===== config.mk =====
export PLATFORM = sky130hd
export DESIGN_NAME = txs_tx_status
export DESIGN_NICKNAME = d
export VERILOG_FILES = /design/src/core/txs_pkg.sv /design/src/core/txs_slot_if.sv /design/src/core/txs_tx_status.sv /design/src/core/txs_slot_timer.sv
export SDC_FILE = /design/constraint.sdc
export NUM_CORES = 1
export LEC_CHECK = 0
export BUFFER_PORTS_ARGS = -buffer_cell sky130_fd_sc_hd__buf_2
export CAP_MARGIN = 15
export CORE_MARGIN = 4
export CORE_UTILIZATION = 25
export CTS_CLUSTER_DIAMETER = 60
export CTS_CLUSTER_SIZE = 25
export DETAILED_ROUTE_END_ITERATION = 16
export GPL_ROUTABILITY_DRIVEN = 0
export PLACE_DENSITY = 0.5
export SLEW_MARGIN = 15
export SYNTH_ARGS = -nofsm -noshare
export SYNTH_HDL_FRONTEND = slang
export SYNTH_HIERARCHICAL = 1
export SYNTH_SLANG_ARGS = --single-unit
export TNS_END_PERCENT = 5

===== constraint.sdc =====
create_clock -name pclk -period 3.7 [get_ports pclk]
set_clock_uncertainty 0.2 [all_clocks]
set_input_delay 0.185 -clock pclk [delete_from_list [all_inputs] [get_ports pclk]]
set_output_delay 0.185 -clock pclk [all_outputs]
set_load 0.01 [all_outputs]

===== src/core/txs_pkg.sv =====
// Constants and types shared by the transmit status block.
// Assumes a 20 MHz pclk and a 32-bit APB register port.
package txs_pkg;

  // ----------------------------------------------------------------
  // Register map
  // ----------------------------------------------------------------
  localparam logic [7:0] TXS_CTRL_STAT_IDX = 8'h03;
  localparam logic [7:0] TXS_MODE_IDX = 8'h04;
  localparam int TXS_REG_W = 16;
  localparam logic [15:0] TXS_CTRL_RST = 16'h0000;
  localparam logic [15:0] TXS_CTRL_WMASK = 16'h6000;

  // ----------------------------------------------------------------
  // Field positions
  // ----------------------------------------------------------------
  localparam int TXS_B_ORIGIN = 14;
  localparam int TXS_B_FCS_SUP = 13;
  localparam int TXS_B_DEF = 9;
  localparam int TXS_B_NO_CARRIER_FLAG = 8;
  localparam int TXS_B_CLOST = 7;
  localparam int TXS_B_EXC = 6;
  localparam int TXS_B_LATE = 5;
  localparam int TXS_B_MBAD = 3;
  localparam int TXS_B_UNDR = 2;
  localparam int TXS_B_LMIS = 1;
  localparam int TXS_B_OK = 0;
  localparam int TXS_B_LOOP = 0;

  // ----------------------------------------------------------------
  // Timing and counts
  // ----------------------------------------------------------------
  localparam real TXS_SLOT_TIME_US = 51.2;
  localparam real TXS_PCLK_MHZ = 20.0;
  localparam int TXS_SLOT_CYCLES = int'($ceil(TXS_SLOT_TIME_US * TXS_PCLK_MHZ));
  localparam int TXS_SLOT_CW = 11;
  localparam logic [4:0] TXS_COLL_LIMIT = 5'h10;

  typedef enum logic [1:0] {
    TXS_ST_IDLE = 2'b00,
    TXS_ST_PRE = 2'b01,
    TXS_ST_FRAME = 2'b10,
    TXS_ST_DONE = 2'b11
  } txs_state_e;

endpackage : txs_pkg


===== src/core/txs_slot_if.sv =====
// Carrier between the status core and its slot timer.
// Assumes both ends run on pclk.
`timescale 1ns/10ps
interface txs_slot_if;
  logic start;
  logic stop;
  logic expired;
  modport core (output start, output stop, input expired);
  modport timer (input start, input stop, output expired);
endinterface : txs_slot_if


===== src/core/txs_tx_status.sv =====
// Transmit outcome flags with an APB register port.
// Assumes the transmit engine and receive monitor give pulses on pclk;
// carrier sense arrives from the transceiver pin, asynchronous.
//
// Overview of operation
// - Set deferred flag when the first attempt had to wait.
// - Clear deferred flag when a later collision occurs.
// - Clear deferred and late flags after status word write-back.
// - No-carrier set at preamble start, cleared when carrier seen.
// - Watch carrier from delimiter to last byte; never abort for it.
// - Set carrier-lost whenever carrier low during the watched span.
// - Missing carrier reports no-carrier and carrier-lost together.
// - MAC loopback always reports no-carrier and carrier-lost set.
// - Sixteen collisions abort and set excess-collision flag.
// - Collision after one slot time sets late flag; back off normally.
// - Monitored-bad on CRC, alignment or unmatched source address.
// - CRC checker stays running while transmitting.
// - With FCS suppressed, monitored-bad stays low.
// - Transmit FIFO empty before refill aborts and sets underrun.
// - Total length unequal to fragment sum aborts, sets mismatch.
// - Window origin bit: 0 after delimiter, 1 after first preamble bit.
// - FCS suppress bit: 0 appends 4-byte FCS, 1 omits it.
//
// Our own choice: the APB register port.
`timescale 1ns/10ps
module txs_tx_status (
  input wire logic pclk,
  input wire logic presetn,
  input wire logic psel,
  input wire logic penable,
  input wire logic pwrite,
  input wire logic [7:0] paddr,
  input wire logic [31:0] pwdata,
  output logic [31:0] prdata,
  output logic pready,
  output logic pslverr,
  input wire logic carrier_sense,
  input wire logic pkt_start,
  input wire logic preamble_start,
  input wire logic sfd_end,
  input wire logic last_byte_done,
  input wire logic defer_wait,
  input wire logic collision,
  input wire logic fifo_starved,
  input wire logic frag_valid,
  input wire logic frag_last,
  input wire logic [15:0] tx_desc_fragment_length,
  input wire logic [15:0] tx_desc_total_length,
  input wire logic monitor_done,
  input wire logic mon_crc_bad,
  input wire logic mon_align_err,
  input wire logic mon_sa_miss,
  input wire logic status_written,
  input wire logic rx_fifo_overflow_flag,
  output logic tx_abort,
  output logic fcs_append,
  output logic crc_check_en,
  output logic mac_loopback,
  output logic [15:0] tx_desc_status_word,
  output logic [4:0] collision_count
);
  import txs_pkg::*;

  // ----------------------------------------------------------------
  // Helpers
  // ----------------------------------------------------------------
  function automatic logic addr_hit(input logic [7:0] addr, input logic [7:0] idx);
    addr_hit = (addr[1:0] == 2'b00) && (addr[7:2] == idx[5:0]);
  endfunction : addr_hit

  function automatic logic [15:0] field(input logic val, input int pos);
    field = 16'(val) << pos;
  endfunction : field

  // ----------------------------------------------------------------
  // Carrier sense synchroniser
  // ----------------------------------------------------------------
  logic crs_meta_r;
  logic crs_sync_r;

  always_ff @(posedge pclk or negedge presetn) begin
    if (!presetn) begin
      crs_meta_r <= 1'b0;
      crs_sync_r <= 1'b0;
    end else begin
      crs_meta_r <= carrier_sense;
      crs_sync_r <= crs_meta_r;
    end
  end

  // ----------------------------------------------------------------
  // APB decode
  // ----------------------------------------------------------------
  logic [TXS_REG_W-1:0] ctrl_r;
  logic [TXS_REG_W-1:0] ctrl_nxt;
  logic loop_r;
  logic loop_nxt;
  logic [31:0] prdata_nxt;
  logic pslverr_nxt;

  wire hit_ctrl = addr_hit(paddr, TXS_CTRL_STAT_IDX);
  wire hit_mode = addr_hit(paddr, TXS_MODE_IDX);
  wire hit_any = hit_ctrl | hit_mode;
  wire apb_setup = psel & ~penable;
  wire apb_wr = psel & penable & pwrite;

  assign pready = psel & penable;
  assign ctrl_nxt = (apb_wr && hit_ctrl) ? (pwdata[15:0] & TXS_CTRL_WMASK) : ctrl_r;
  assign loop_nxt = (apb_wr && hit_mode) ? pwdata[TXS_B_LOOP] : loop_r;

  wire late_window_origin = ctrl_r[TXS_B_ORIGIN];
  wire fcs_suppress = ctrl_r[TXS_B_FCS_SUP];

  // ----------------------------------------------------------------
  // Packet sequencing
  // ----------------------------------------------------------------
  txs_state_e state_r;
  txs_state_e state_nxt;
  logic [4:0] coll_cnt_r;
  logic [4:0] coll_cnt_nxt;
  logic [15:0] frag_sum_r;
  logic [15:0] frag_sum_nxt;
  logic abort_r;
  logic abort_nxt;
  logic crc_en_r;
  logic crc_en_nxt;

  wire in_attempt = (state_r == TXS_ST_PRE) || (state_r == TXS_ST_FRAME);
  wire watching = (state_r == TXS_ST_FRAME);
  // Collisions and starvation outside an attempt are refused
  wire coll_evt = collision & in_attempt;
  wire [4:0] coll_inc = coll_cnt_r + 5'h01;
  wire coll_limit_hit = coll_evt && (coll_inc == TXS_COLL_LIMIT);
  wire [15:0] frag_total = frag_sum_r + tx_desc_fragment_length;
  wire mismatch_hit = frag_valid && frag_last && (frag_total != tx_desc_total_length);
  wire underrun_hit = fifo_starved & in_attempt;
  wire abort_hit = coll_limit_hit | underrun_hit | mismatch_hit;

  always_comb begin
    state_nxt = state_r;
    case (state_r)
      TXS_ST_IDLE: begin
        if (preamble_start) begin
          state_nxt = TXS_ST_PRE;
        end
      end
      TXS_ST_PRE: begin
        if (abort_hit || coll_evt) begin
          state_nxt = TXS_ST_IDLE;
        end else if (sfd_end) begin
          state_nxt = TXS_ST_FRAME;
        end
      end
      TXS_ST_FRAME: begin
        if (abort_hit || coll_evt) begin
          state_nxt = TXS_ST_IDLE;
        end else if (last_byte_done) begin
          state_nxt = TXS_ST_DONE;
        end
      end
      TXS_ST_DONE: begin
        if (pkt_start || preamble_start) begin
          state_nxt = pkt_start ? TXS_ST_IDLE : TXS_ST_PRE;
        end
      end
      default: begin
        state_nxt = TXS_ST_IDLE;
      end
    endcase
  end

  // Collisions count per packet; a new packet restarts the count
  assign coll_cnt_nxt = pkt_start ? 5'h00 : (coll_evt ? coll_inc : coll_cnt_r);
  assign frag_sum_nxt = (pkt_start || (frag_valid && frag_last)) ? 16'h0000
                      : (frag_valid ? frag_total : frag_sum_r);
  assign abort_nxt = abort_hit;

  // Checker enable follows the next state, so it is on from the first preamble cycle
  // and is held after the last byte only until the monitor reports
  wire attempt_nxt = (state_nxt == TXS_ST_PRE) || (state_nxt == TXS_ST_FRAME);
  wire crc_hold = crc_en_r && (state_nxt == TXS_ST_DONE) && !monitor_done;
  assign crc_en_nxt = attempt_nxt || crc_hold;

  // ----------------------------------------------------------------
  // Slot timer
  // ----------------------------------------------------------------
  txs_slot_if slot_bus ();

  assign slot_bus.start = late_window_origin ? preamble_start : sfd_end;
  // Any end of the attempt closes the late-collision window
  assign slot_bus.stop = pkt_start | abort_hit | coll_evt | last_byte_done;

  txs_slot_timer u_slot (
    .pclk(pclk),
    .presetn(presetn),
    .slot(slot_bus)
  );

  // ----------------------------------------------------------------
  // Outcome flags
  // ----------------------------------------------------------------
  logic deferred_flag_r;
  logic no_carrier_flag_r;
  logic carrier_lost_flag_r;
  logic excess_collision_flag_r;
  logic late_collision_flag_r;
  logic monitored_bad_flag_r;
  logic tx_underrun_flag_r;
  logic length_mismatch_flag_r;
  logic pkt_ok_r;
  logic deferred_nxt;
  logic no_carrier_nxt;
  logic carrier_lost_nxt;
  logic excess_nxt;
  logic late_nxt;
  logic mbad_nxt;
  logic underrun_nxt;
  logic mismatch_nxt;
  logic pkt_ok_nxt;

  // Sets win over clears; a packet start clears only what has no set pending
  wire def_set = defer_wait && (coll_cnt_r == 5'h00) && !coll_evt;
  wire def_clr = coll_evt | status_written | pkt_start;
  assign deferred_nxt = def_set | (deferred_flag_r & ~def_clr);

  // Loopback forces both carrier flags on every cycle
  wire no_carrier_flag_set = preamble_start | loop_r;
  wire no_carrier_flag_clr = (watching && crs_sync_r) | pkt_start;
  assign no_carrier_nxt = no_carrier_flag_set | (no_carrier_flag_r & ~no_carrier_flag_clr);

  // Absent carrier keeps both flags set together
  wire clost_set = (watching && !crs_sync_r) | loop_r;
  assign carrier_lost_nxt = clost_set | (carrier_lost_flag_r & ~pkt_start);

  assign excess_nxt = coll_limit_hit | (excess_collision_flag_r & ~pkt_start);

  wire late_set = coll_evt & slot_bus.expired;
  wire late_clr = status_written | pkt_start;
  assign late_nxt = late_set | (late_collision_flag_r & ~late_clr);

  wire mon_err = mon_crc_bad | mon_align_err | mon_sa_miss;
  wire mbad_set = monitor_done && mon_err && !fcs_suppress;
  assign mbad_nxt = mbad_set | (monitored_bad_flag_r & ~pkt_start & ~fcs_suppress);

  assign underrun_nxt = underrun_hit | (tx_underrun_flag_r & ~pkt_start);
  assign mismatch_nxt = mismatch_hit | (length_mismatch_flag_r & ~pkt_start);

  // A fatal cause keeps the packet-ok bit low and clears it if already set
  wire fatal_seen = excess_collision_flag_r | tx_underrun_flag_r | length_mismatch_flag_r;
  wire ok_set = watching && last_byte_done && !fatal_seen && !abort_hit;
  assign pkt_ok_nxt = ok_set | (pkt_ok_r & ~pkt_start & ~abort_hit);

  // ----------------------------------------------------------------
  // Status word and read data
  // ----------------------------------------------------------------
  // The status word mirrors the register, so a write-back copies it unchanged
  wire [15:0] status_word = field(late_window_origin, TXS_B_ORIGIN)
                          | field(fcs_suppress, TXS_B_FCS_SUP)
                          | field(deferred_flag_r, TXS_B_DEF)
                          | field(no_carrier_flag_r, TXS_B_NO_CARRIER_FLAG)
                          | field(carrier_lost_flag_r, TXS_B_CLOST)
                          | field(excess_collision_flag_r, TXS_B_EXC)
                          | field(late_collision_flag_r, TXS_B_LATE)
                          | field(monitored_bad_flag_r, TXS_B_MBAD)
                          | field(tx_underrun_flag_r, TXS_B_UNDR)
                          | field(length_mismatch_flag_r, TXS_B_LMIS)
                          | field(pkt_ok_r, TXS_B_OK);

  // Read data and error are captured in the setup cycle, so they are valid in the access cycle
  assign prdata_nxt = !apb_setup ? prdata
                    : (hit_ctrl ? {16'h0000, status_word}
                    : (hit_mode ? {31'h00000000, loop_r} : 32'h00000000));
  // Unaligned or unmapped addresses answer with an error and read as zero
  assign pslverr_nxt = apb_setup ? !hit_any : pslverr;

  assign tx_abort = abort_r;
  assign fcs_append = !fcs_suppress;
  assign crc_check_en = crc_en_r;
  assign mac_loopback = loop_r;
  assign tx_desc_status_word = status_word;
  assign collision_count = coll_cnt_r;

  // ----------------------------------------------------------------
  // Registers
  // ----------------------------------------------------------------
  always_ff @(posedge pclk or negedge presetn) begin
    if (!presetn) begin
      ctrl_r <= TXS_CTRL_RST;
      loop_r <= 1'b0;
      prdata <= 32'h00000000;
      pslverr <= 1'b0;
    end else begin
      ctrl_r <= ctrl_nxt;
      loop_r <= loop_nxt;
      prdata <= prdata_nxt;
      pslverr <= pslverr_nxt;
    end
  end

  always_ff @(posedge pclk or negedge presetn) begin
    if (!presetn) begin
      state_r <= TXS_ST_IDLE;
      coll_cnt_r <= 5'h00;
      frag_sum_r <= 16'h0000;
      abort_r <= 1'b0;
      crc_en_r <= 1'b0;
    end else begin
      state_r <= state_nxt;
      coll_cnt_r <= coll_cnt_nxt;
      frag_sum_r <= frag_sum_nxt;
      abort_r <= abort_nxt;
      crc_en_r <= crc_en_nxt;
    end
  end

  always_ff @(posedge pclk or negedge presetn) begin
    if (!presetn) begin
      deferred_flag_r <= 1'b0;
      no_carrier_flag_r <= 1'b0;
      carrier_lost_flag_r <= 1'b0;
      excess_collision_flag_r <= 1'b0;
      late_collision_flag_r <= 1'b0;
      monitored_bad_flag_r <= 1'b0;
      tx_underrun_flag_r <= 1'b0;
      length_mismatch_flag_r <= 1'b0;
      pkt_ok_r <= 1'b0;
    end else begin
      deferred_flag_r <= deferred_nxt;
      no_carrier_flag_r <= no_carrier_nxt;
      carrier_lost_flag_r <= carrier_lost_nxt;
      excess_collision_flag_r <= excess_nxt;
      late_collision_flag_r <= late_nxt;
      monitored_bad_flag_r <= mbad_nxt;
      tx_underrun_flag_r <= underrun_nxt;
      length_mismatch_flag_r <= mismatch_nxt;
      pkt_ok_r <= pkt_ok_nxt;
    end
  end

  // rx_fifo_overflow_flag is left unused; it is not passed on and plays no part in monitored-bad
  wire unused_ok = rx_fifo_overflow_flag;

endmodule : txs_tx_status


===== src/core/txs_slot_timer.sv =====
// One slot time counter for late collision detection.
// Assumes start and stop are single-cycle pulses on pclk.
`timescale 1ns/10ps
module txs_slot_timer (
  input wire logic pclk,
  input wire logic presetn,
  txs_slot_if.timer slot
);
  import txs_pkg::*;

  localparam logic [TXS_SLOT_CW-1:0] TXS_SLOT_LAST = TXS_SLOT_CW'(TXS_SLOT_CYCLES - 1);

  logic [TXS_SLOT_CW-1:0] cnt_r;
  logic [TXS_SLOT_CW-1:0] cnt_nxt;
  logic run_r;
  logic run_nxt;
  logic exp_r;
  logic exp_nxt;
  wire at_end = run_r && (cnt_r == TXS_SLOT_LAST);

  // Restart wins over stop so a new attempt always opens a fresh window
  assign run_nxt = slot.start | (run_r & ~slot.stop & ~at_end);
  assign cnt_nxt = slot.start ? '0 : (run_r ? cnt_r + 1'b1 : cnt_r);
  assign exp_nxt = ~slot.start & ~slot.stop & (exp_r | at_end);
  assign slot.expired = exp_r;

  always_ff @(posedge pclk or negedge presetn) begin
    if (!presetn) begin
      cnt_r <= '0;
      run_r <= 1'b0;
      exp_r <= 1'b0;
    end else begin
      cnt_r <= cnt_nxt;
      run_r <= run_nxt;
      exp_r <= exp_nxt;
    end
  end

endmodule : txs_slot_timer


# Yosys cells after proc, flatten, opt, wreduce, memory -nomap -nowiden
# Index checks and enable logic that the tools add are counted.
[totals] register_bits=85 inputBits=93
[op_classes] addsub=3 n_eq_ne=11 n_mux=17 n_bitwise=68 n_reduce_logical=38
[op_table] cell="16-bit 2-to-1 mux" n=2
[op_table] cell="1-bit bitwise OR" n=27
[op_table] cell="11-bit 2-to-1 mux" n=2
[op_table] cell="1-bit bitwise AND" n=21
[op_table] cell="1-bit logical AND" n=19
[op_table] cell="16-bit adder" n=1
[op_table] cell="16-bit inequality test" n=1
[op_table] cell="15-bit 2-to-1 mux" n=1
[op_table] cell="15-bit by 1-bit bitwise OR with 15-bit output" n=1
[op_table] cell="15-bit by 10-bit bitwise OR with 15-bit output" n=1
[op_table] cell="15-bit by 14-bit bitwise OR with 15-bit output" n=1
[op_table] cell="15-bit by 2-bit bitwise OR with 15-bit output" n=1
[op_table] cell="15-bit by 3-bit bitwise OR with 15-bit output" n=1
[op_table] cell="15-bit by 4-bit bitwise OR with 15-bit output" n=1
[op_table] cell="15-bit by 6-bit bitwise OR with 15-bit output" n=1
[op_table] cell="15-bit by 7-bit bitwise OR with 15-bit output" n=1
[op_table] cell="15-bit by 8-bit bitwise OR with 15-bit output" n=1
[op_table] cell="15-bit by 9-bit bitwise OR with 15-bit output" n=1
[op_table] cell="2-bit 2-to-1 mux" n=6
[op_table] cell="11-bit by 1-bit adder with 11-bit output, second input constant" n=1
[op_table] cell="11-bit by 10-bit equality test with 1-bit output, second input constant" n=1
[op_table] cell="5-bit 2-to-1 mux" n=2
[op_table] cell="1-bit NOT" n=10
[op_table] cell="2-bit equality test, second input constant" n=4
[op_table] cell="12 further kinds" n=29

# Logic depth before layout (Yosys ltp)
# Gate-level depths: netlist of the first run.
[depth] depth_word=13 mapped_depth=14 ltp_nobuf=14

# Modules after synthesis
# Netlist of the first run, hierarchy kept.
[modules_own_cells] module="txs_tx_status" instances=1 cells_per_inst=444 area_per_inst_um2=3940.0 seq_area_each_um2=1276.2
[modules_own_cells] module="txs_slot_timer" instances=1 cells_per_inst=65 area_per_inst_um2=664.4 seq_area_each_um2=325.3

# Least setup slack after synthesis of the first run
# No wires, ideal clock.
[synth_path] path_kind="reg-to-reg" start="register frag_sum_r[0]" end="register crc_en_r (netlist: crc_check_en)" setup_time_ns=0.124 arrival_time_ns=2.927 setup_slack_ns=0.449 path_stages_with_launch=14 synth_period_minus_slack_ns=3.251 path_cell_list="dfrtp_1 > ha_1 > inv_1 > fa_1 > and2b_4 > o21ai_4 > nor3b_1 > or2_0 > a211o_1 > nor4_4 > nand2_1 > o221ai_1 > ha_1 > o21bai_1"
[synth_via] elab_chain_len=11 elab_cells_between_ends=15 classes_between="1 x add/sub; 4 x eq/ne; 3 x mux; 1 x bitwise; 6 x reduce/logical"
[synth_rtl] item="start, declared" line_no="txs_tx_status.sv:121" rtl="logic [15:0] frag_sum_r;"
[synth_rtl] item="start signal, assigned" line_no="txs_tx_status.sv:310" rtl="frag_sum_r <= frag_sum_nxt;"
[synth_rtl] item="16-bit adder (*)" line_no="txs_tx_status.sv:134" rtl="wire [15:0] frag_total = frag_sum_r + tx_desc_fragment_length;"
[synth_rtl] item="16-bit inequality test (*)" line_no="txs_tx_status.sv:135" rtl="wire mismatch_hit = frag_valid && frag_last && (frag_total != tx_desc_total_length);"
[synth_rtl] item="1-bit logical AND (*)" line_no="txs_tx_status.sv:135"
[synth_rtl] item="1-bit bitwise OR (*)" line_no="txs_tx_status.sv:137" rtl="wire abort_hit = coll_limit_hit | underrun_hit | mismatch_hit;"
[synth_rtl] item="1-bit logical OR (*)" line_no="txs_tx_status.sv:148, txs_tx_status.sv:155"
[synth_rtl] item="2-bit 2-to-1 mux (on tied branches)" line_no="txs_tx_status.sv:155, txs_tx_status.sv:148"
[synth_rtl] item="2-bit one-hot mux with 4 select lines (*)" line_no="txs_tx_status.sv:141" rtl="case (state_r)"
[synth_rtl] item="named net state_nxt[0]" line_no="txs_tx_status.sv:118" rtl="txs_state_e state_nxt;"
[synth_rtl] item="2-bit equality test" line_no="txs_tx_status.sv:181" rtl="wire crc_hold = crc_en_r && (state_nxt == TXS_ST_DONE) && !monitor_done;"
[synth_rtl] item="1-bit logical AND (2 in series)" line_no="txs_tx_status.sv:181"
[synth_rtl] item="1-bit logical OR (*)" line_no="txs_tx_status.sv:182" rtl="assign crc_en_nxt = attempt_nxt || crc_hold;"
[synth_rtl] item="named net crc_en_nxt" line_no="txs_tx_status.sv:126" rtl="logic crc_en_nxt;"
[synth_rtl] item="end signal, assigned" line_no="txs_tx_status.sv:312" rtl="crc_en_r <= crc_en_nxt;"
[synth_rtl] item="end, declared" line_no="txs_tx_status.sv:125" rtl="logic crc_en_r;"
# Mark *: on every way through the listed nets, which the timed path passes. The rest lies on a longest branch.
# A chain may end at the register's enable or synchronous reset.

# Final worst setup path of the first run
# Ends and elaborated chain as after synthesis.

==> flow_summary_export.csv, run 1 <==
group,metric,value,unit
global_routing,grt_usage,12.0,%
pwr,p_leak,2.63,nW
clocking,cts.clk_slew.worst_paths,0.06,ns
cells_and_area,fin_util,31.1,%
timing,min_period,3.49,ns
clocking,cts_made_buffers,9,
timing,finalCritPeriodShare,94.4,%
routing,drt_iter0_markers,227,
worst_hold_path,min_from,"pwrite",
synth,synth_edf_count,0,
floorplan,die_w,144,um
clocking,insertion_delay,0.34,ns
timing,fmaxAchievable,0.286,GHz
synth,synth.avg_cell_area,9.05,um^2
floorplan,die_h,144,um
timing,finalMaxSlewViolations,0,
timing,setup-tns-final,0,ns
global_routing,grt_use_met3,2.70,%
pwr,p_per_area,412,nW/um^2
pwr,power_frac_seq,35.8,%
placement,port_buffers,95,
floorplan,rows,49,
global_routing,grt_pass1_wl,19700,um
floorplan,initial_core_util,25.5,%
timing,setup_violations,0,
setup_path,arrival,3.51,ns
synth,syn_inst,509,
floorplan,core_area,18000,um^2
cells_and_area,num-fill-cells,1920,
setup_path,cp-end-kind,"register",
synth,synth_warnings,6,
clocking,cts-root-buf,"clkbuf_16",
setup_path,start_kind,"register",
synth,yosysTopAreaCellShare,34.8,%
cells_and_area,drive_gt1_share,24.5,%
global_routing,grt_pass1_vias,3751,
routing,antenna_left,0,
pwr,switching_power,0.733,mW
global_routing,grt_max_degree,46,
routing,drcViolationCount,0,
routing,first_pass_iters,4,
timing,hold_viol,0,
synth,synth_cell_types,78,
clocking,htree_levels,3,
routing,vias,3908,
setup_path,path_class,"register to register",
floorplan,dieArea,20700,um^2
global_routing,use_met1,16.7,%
synth,async_reset_ff_share,100,%
routing,wl_per_cell,14.8,um
setup_path,cp-startpoint,"frag_sum_r[0]$_DFFE_PN0P_",
clocking,cts_max_path_buffers,2,
synth,synth_top_area_cell,"dfrtp_1",
run,drv_cap,0,
cells_and_area,area_growth,21.8,%
setup_path,r2r_start,"frag_sum_r[0]$_DFFE_PN0P_",
cells_and_area,multi_input_area,2680,um^2
synth,synthFlopType,"dfrtp_1",
synth,syn_area,4600,um^2
setup_path,worst-path-max-fanout,5,
pwr,pwr-share-clk,37.3,%
setup_path,required,3.72,ns
clocking,cts_tree,"done",
pwr,swShare,31.7,%
pwr,p_comb_share,26.9,%
floorplan,io_pins,152,
global_routing,met2_usage,18.7,%
cells_and_area,nNetsFinal,723,
pwr,p_int,1.58,mW
global_routing,antenna_found_initial,2,
synth,synth-seq-cells,64,
global_routing,grt.busiest_layer,"met2",
clocking,cts_sinks,64,
timing,tightest_slew,0.759,ns
worst_hold_path,hp-class,"input port to register",
placement,post-dp-hpwl,9560,um
timing,slew_headroom,49.4,%
synth,synth-seq-area-share,34.8,%
routing,wirelength,12400,um
synth,synthTopCellsByArea,"dfrtp_1 35%, ha_1 6.5%, buf_4 5.7%",
synth,yosys-top-cells-count,"66 x nand2_1, 64 x dfrtp_1, 36 x o21ai_0",
cells_and_area,num_antenna_cells,0,
run_status,status,"completed",
timing,rsz0062_at_grt,"false",
pwr,power.total,2.31,mW
routing,via_per_inst,4.67,
cells_and_area,regArea,1600,um^2
synth,synth.most_common_cell,"nand2_1",
global_routing,overflow,0,
pwr,vdd_ir_drop_max,159,uV
state kept, by name, summed over array words and instances, names as in the netlist, 2 cells and up:
name             cells
state_r              2
u_slot/cnt_r        11
frag_sum_r          16
ctrl_r               2
prdata              11
collision_count      5
timing repair:
item	in CTS	in global routing
hold buffers	14	0
buffers inserted	0	3
resized for setup	0	3
endpoints found under the setup margin	0	1
endpoints found under the hold margin	38	0
critical path: stages, from the launching register on:
cell and delay [ns]:
dfrtp_1 0.35, ha_1 0.17, inv_1 0.06, fa_2 0.37, and2b_4 0.28, o21ai_4 0.08, nor3b_1 0.15, or2_0 0.24
a211o_1 0.34, nor4_4 0.39, nand2_1 0.12, o221ai_2 0.23, ha_1 0.26, o21bai_1 0.15
layout by cell type, fill, tap and decap left out, drive strengths merged, types with 7 or more instances in the layout:
master and instances:
xnor2 10, nor2 31, xor2 21, buf 103
a21oi 27, a21o 9, o21ai 41, nand3 12
nand2 66, ha 24, conb 26, clkbuf 11
dfrtp 64, dlygate4sd3 14, nand2b 7, nand4 8
inv 17
metrics by stage:
step	area (um^2)	instances	setup slack, ns	hold WS (ns)
floorplan	4700	534	0.449	-0.311
global placement	5130	806	0.162	-0.00516
detailed placement	5130	806	0.0607	-0.00563
CTS	5570	834	0.0349	0.0436
global route	5610	837	0.0392	0.0546
finish	5610	837	0.209	0.0520
cells by family (layout without fill, tap and decap cells):
family | Yosys count | count (layout) | synth area share, %
flops | 64 | 64 | 34.8
simple gates | 172 | 172 | 18.8
compound gates | 129 | 129 | 19.9
mux | 9 | 9 | 2.12
other cells | 1 | 26 | 0.0814
buf+inv | 74 | 148 | 9.46
fa+ha+maj | 25 | 25 | 6.96
xor+xnor | 35 | 35 | 7.85
final timing paths:
| path | to | slack (ns) | depth (start not counted) |
|---|---|---|---|
| worst max register to register | crc_check_en$_DFF_PN0_ | 0.21 | 13 |
| min in group asynchronous | frag_sum_r[0]$_DFFE_PN0P_ | 0.15 | 2 |
| worst min-delay path | ctrl_r[13]$_DFFE_PN0P_ | 0.05 | 3 |
| worst max-delay path | crc_check_en$_DFF_PN0_ | 0.21 | 13 |
| worst min register to register | crs_sync_r$_DFF_PN0_ | 0.15 | 0 |
| max in group asynchronous | pslverr$_DFFE_PN0P_ | 2.17 | 3 |
final cells by class:
class	instances	share of cell area, %
Inverter	17	1.14
Tap cell	229	5.11
Clock buffer	11	4.51
Multi-Input combinational cell	396	47.9
Sequential cell	64	28.6
Clock inverter	3	0.759
Timing Repair Buffer	117	12.1
power by group through the flow:
stage | clock network, mW | registers [mW] | logic [mW]
floorplan | 0 | 0.830 | 0.454
global route | 0.912 | 0.841 | 0.705
global placement | 0 | 0.839 | 0.583
detailed placement | 0 | 0.840 | 0.595
CTS | 0.886 | 0.829 | 0.609
finish | 0.863 | 0.829 | 0.621
metal layers:
metal	part of all wire [%]	vias to the layer above
met5	0.22	-
met4	1.1	4
met3	5.5	13
met2	46	99
met1	47	1858
li1	-	1934
Power figures use the tool's default switching activity.
==> inputs of run 2 (changes only) <==
--- a/config.mk
+++ b/config.mk
@@ -13,6 +13,7 @@
 export CTS_CLUSTER_SIZE = 25
 export DETAILED_ROUTE_END_ITERATION = 16
 export GPL_ROUTABILITY_DRIVEN = 0
+export GPL_TIMING_DRIVEN = 0
 export PLACE_DENSITY = 0.5
 export SLEW_MARGIN = 15
 export SYNTH_ARGS = -nofsm -noshare
==> flow_summary_export.csv, run 2 (synthesis gave the netlist of run 1 again) <==
group,metric,value,unit
setup_path,arrival,3.53,ns
setup_path,r2r_end,"crc_check_en$_DFF_PN0_",
timing,tightest_slew,0.663,ns
setup_path,cp-end-kind,"register",
floorplan,core_area,18000,um^2
cells_and_area,top_register,"frag_sum_r",
timing,finalCritPeriodShare,95.0,%
global_routing,grt_max_degree,47,
timing,setup_violations,0,
timing,hold_viol,0,
cells_and_area,largest_registers,"frag_sum_r x16, prdata x11, u_slot/cnt_r x11",
timing,setup-tns-final,0,ns
setup_path,worst-path-max-fanout,5,
pwr,p_leak,2.85,nW
cells_and_area,instances_no_fill,888,
placement,port_buffers,95,
setup_path,r2r_start,"frag_sum_r[0]$_DFFE_PN0P_",
clocking,cts_made_buffers,9,
cells_and_area,largest_reg_flops,16,
global_routing,grt_pass1_wl,20500,um
cells_and_area,final_common_cell,"buf_2",
cells_and_area,nNetsFinal,771,
run,drv_cap,0,
global_routing,grt_pass1_vias,4044,
routing,drt_iter0_markers,201,
timing,finalMaxSlewViolations,0,
global_routing,overflow,0,
timing,slew_headroom,55.4,%
worst_hold_path,hp-class,"input port to register",
timing,rsz0062_at_grt,"false",
routing,wl_per_cell,14.4,um
clocking,insertion_delay,0.33,ns
floorplan,die_w,144,um
placement,dp.cells,859,
cells_and_area,drive_gt1_share,28.9,%
global_routing,grt_usage,12.4,%
routing,first_pass_iters,5,
floorplan,rows,49,
routing,wirelength,12800,um
floorplan,dieArea,20700,um^2
timing,worst_slack,0.185,ns
setup_path,cp-startpoint,"frag_sum_r[0]$_DFFE_PN0P_",
placement,dp_slack,0.0374,ns
floorplan,io_pins,152,
run_status,status,"completed",
cells_and_area,layout_common_cells,"103 x buf_2, 66 x nand2_1, 64 x dfrtp_1, 37 x buf_4, 36 x o21ai_0",
pwr,p_per_area,403,nW/um^2
timing,min_period,3.52,ns
cells_and_area,num-fill-cells,1900,
global_routing,antenna_found_initial,3,
setup_path,path_class,"register to register",
cells_and_area,area_growth,29.0,%
routing,drcViolationCount,0,
setup_path,start_kind,"register",
setup_path,ff2ff_setup_slack,0.18,ns
setup_path,crit_path_end,"crc_check_en$_DFF_PN0_",
pwr,power.total,2.39,mW
routing,vias,4093,
placement,post-dp-hpwl,10200,um
floorplan,initial_core_util,25.5,%
clocking,htree_levels,3,
cells_and_area,regArea,1600,um^2
routing,via_per_inst,4.61,
pwr,vdd_ir_drop_max,167,uV
cells_and_area,multi_input_area,2680,um^2
timing,fmaxAchievable,0.284,GHz
clocking,cts.clk_slew.worst_paths,0.06,ns
setup_path,required,3.71,ns
routing,antenna_left,0,
clocking,cts_sinks,64,
clocking,cts_max_path_buffers,2,
setup_path,r2r_cells,13,
clocking,cts_tree,"done",
timing,whs,0.00336,ns
clocking,cts-root-buf,"clkbuf_16",
floorplan,die_h,144,um
==> run 2: cell types whose count changed in the layout (fill, tap and decap cells not counted), moves of 2 or more <==
| cell | previous run | this run |
|---|---|---|
| dlygate4sd3_1 | 14 | 11 |
| buf_1 | 0 | 2 |
| buf_6 | 0 | 2 |
| clkbuf_1 | 0 | 10 |
| buf_2 | 95 | 103 |
| buf_4 | 8 | 37 |
==> run 2: power by group <==
part	total (mW)	leakage (nW)	switching, mW	internal (mW)
Clock	0.888	0.149	0.328	0.560
Sequential	0.825	0.858	0.0635	0.762
Combinational	0.677	1.84	0.369	0.309
==> run 2: what timing repair did <==
item,CTS,global route
hold endpoints to repair,76,0
buffers inserted,0,1
resized for setup,0,4
setup endpoints to repair,1,1
pin swaps,1,1
hold buffers,11,0
==> run 2: layout make-up <==
type,count,share of cell area (%)
flip-flops and latches,64,27.0
diodes,1,0.0421
inverters,17,1.07
clock buffers,12,4.32
multi-input cells,396,45.2
clock inverters,4,0.864
plain buffers,57,6.26
repair buffers,108,10.5
well taps,229,4.82
==> run 2: worst min-delay path by stage <==
stage / startpoint / endpoint / slack (ns) / cells past startpoint
after floorplan: presetn / carrier_lost_flag_r$_DFF_PN0_ / -0.31 / 0
after global placement: carrier_sense / crs_meta_r$_DFF_PN0_ / 0.10 / 1
after detailed placement: presetn / frag_sum_r[0]$_DFFE_PN0P_ / -0.10 / 1
after CTS: pwrite / mac_loopback$_DFFE_PN0P_ / 0.001 / 3
after global routing: pwrite / mac_loopback$_DFFE_PN0P_ / 0.02 / 3
final: tx_desc_fragment_length[15] / frag_sum_r[15]$_DFFE_PN0P_ / 0.003 / 4
==> run 2: critical path, cell delays in order, from the launching register on <==
cell and delay (ns):
dfrtp_1 0.35, ha_1 0.16, inv_1 0.05, fa_1 0.43, and2b_4 0.30, o21ai_4 0.08, nor3b_1 0.15, or2_0 0.24
a211o_1 0.34, nor4_4 0.33, nand2_1 0.12, o221ai_2 0.23, ha_1 0.26, o21bai_1 0.15
==> run 2: per-layer routing <==
metal  track usage [%]  up-vias  part of all wire, %
li1                  -     2034                    -
met1              16.8     1922                   47
met2              19.8      118                   45
met3              2.76       15                  6.4
met4              3.72        4                  1.6
met5                 0        -                 0.16
==> run 2: through the flow <==
stage / utilization, % / area (um^2)
floorplan: - / 4700
global placement: 30.3 / 5460
detailed placement: 30.5 / 5490
CTS: 32.8 / 5910
global route: 33.0 / 5940
finish: 33.0 / 5940
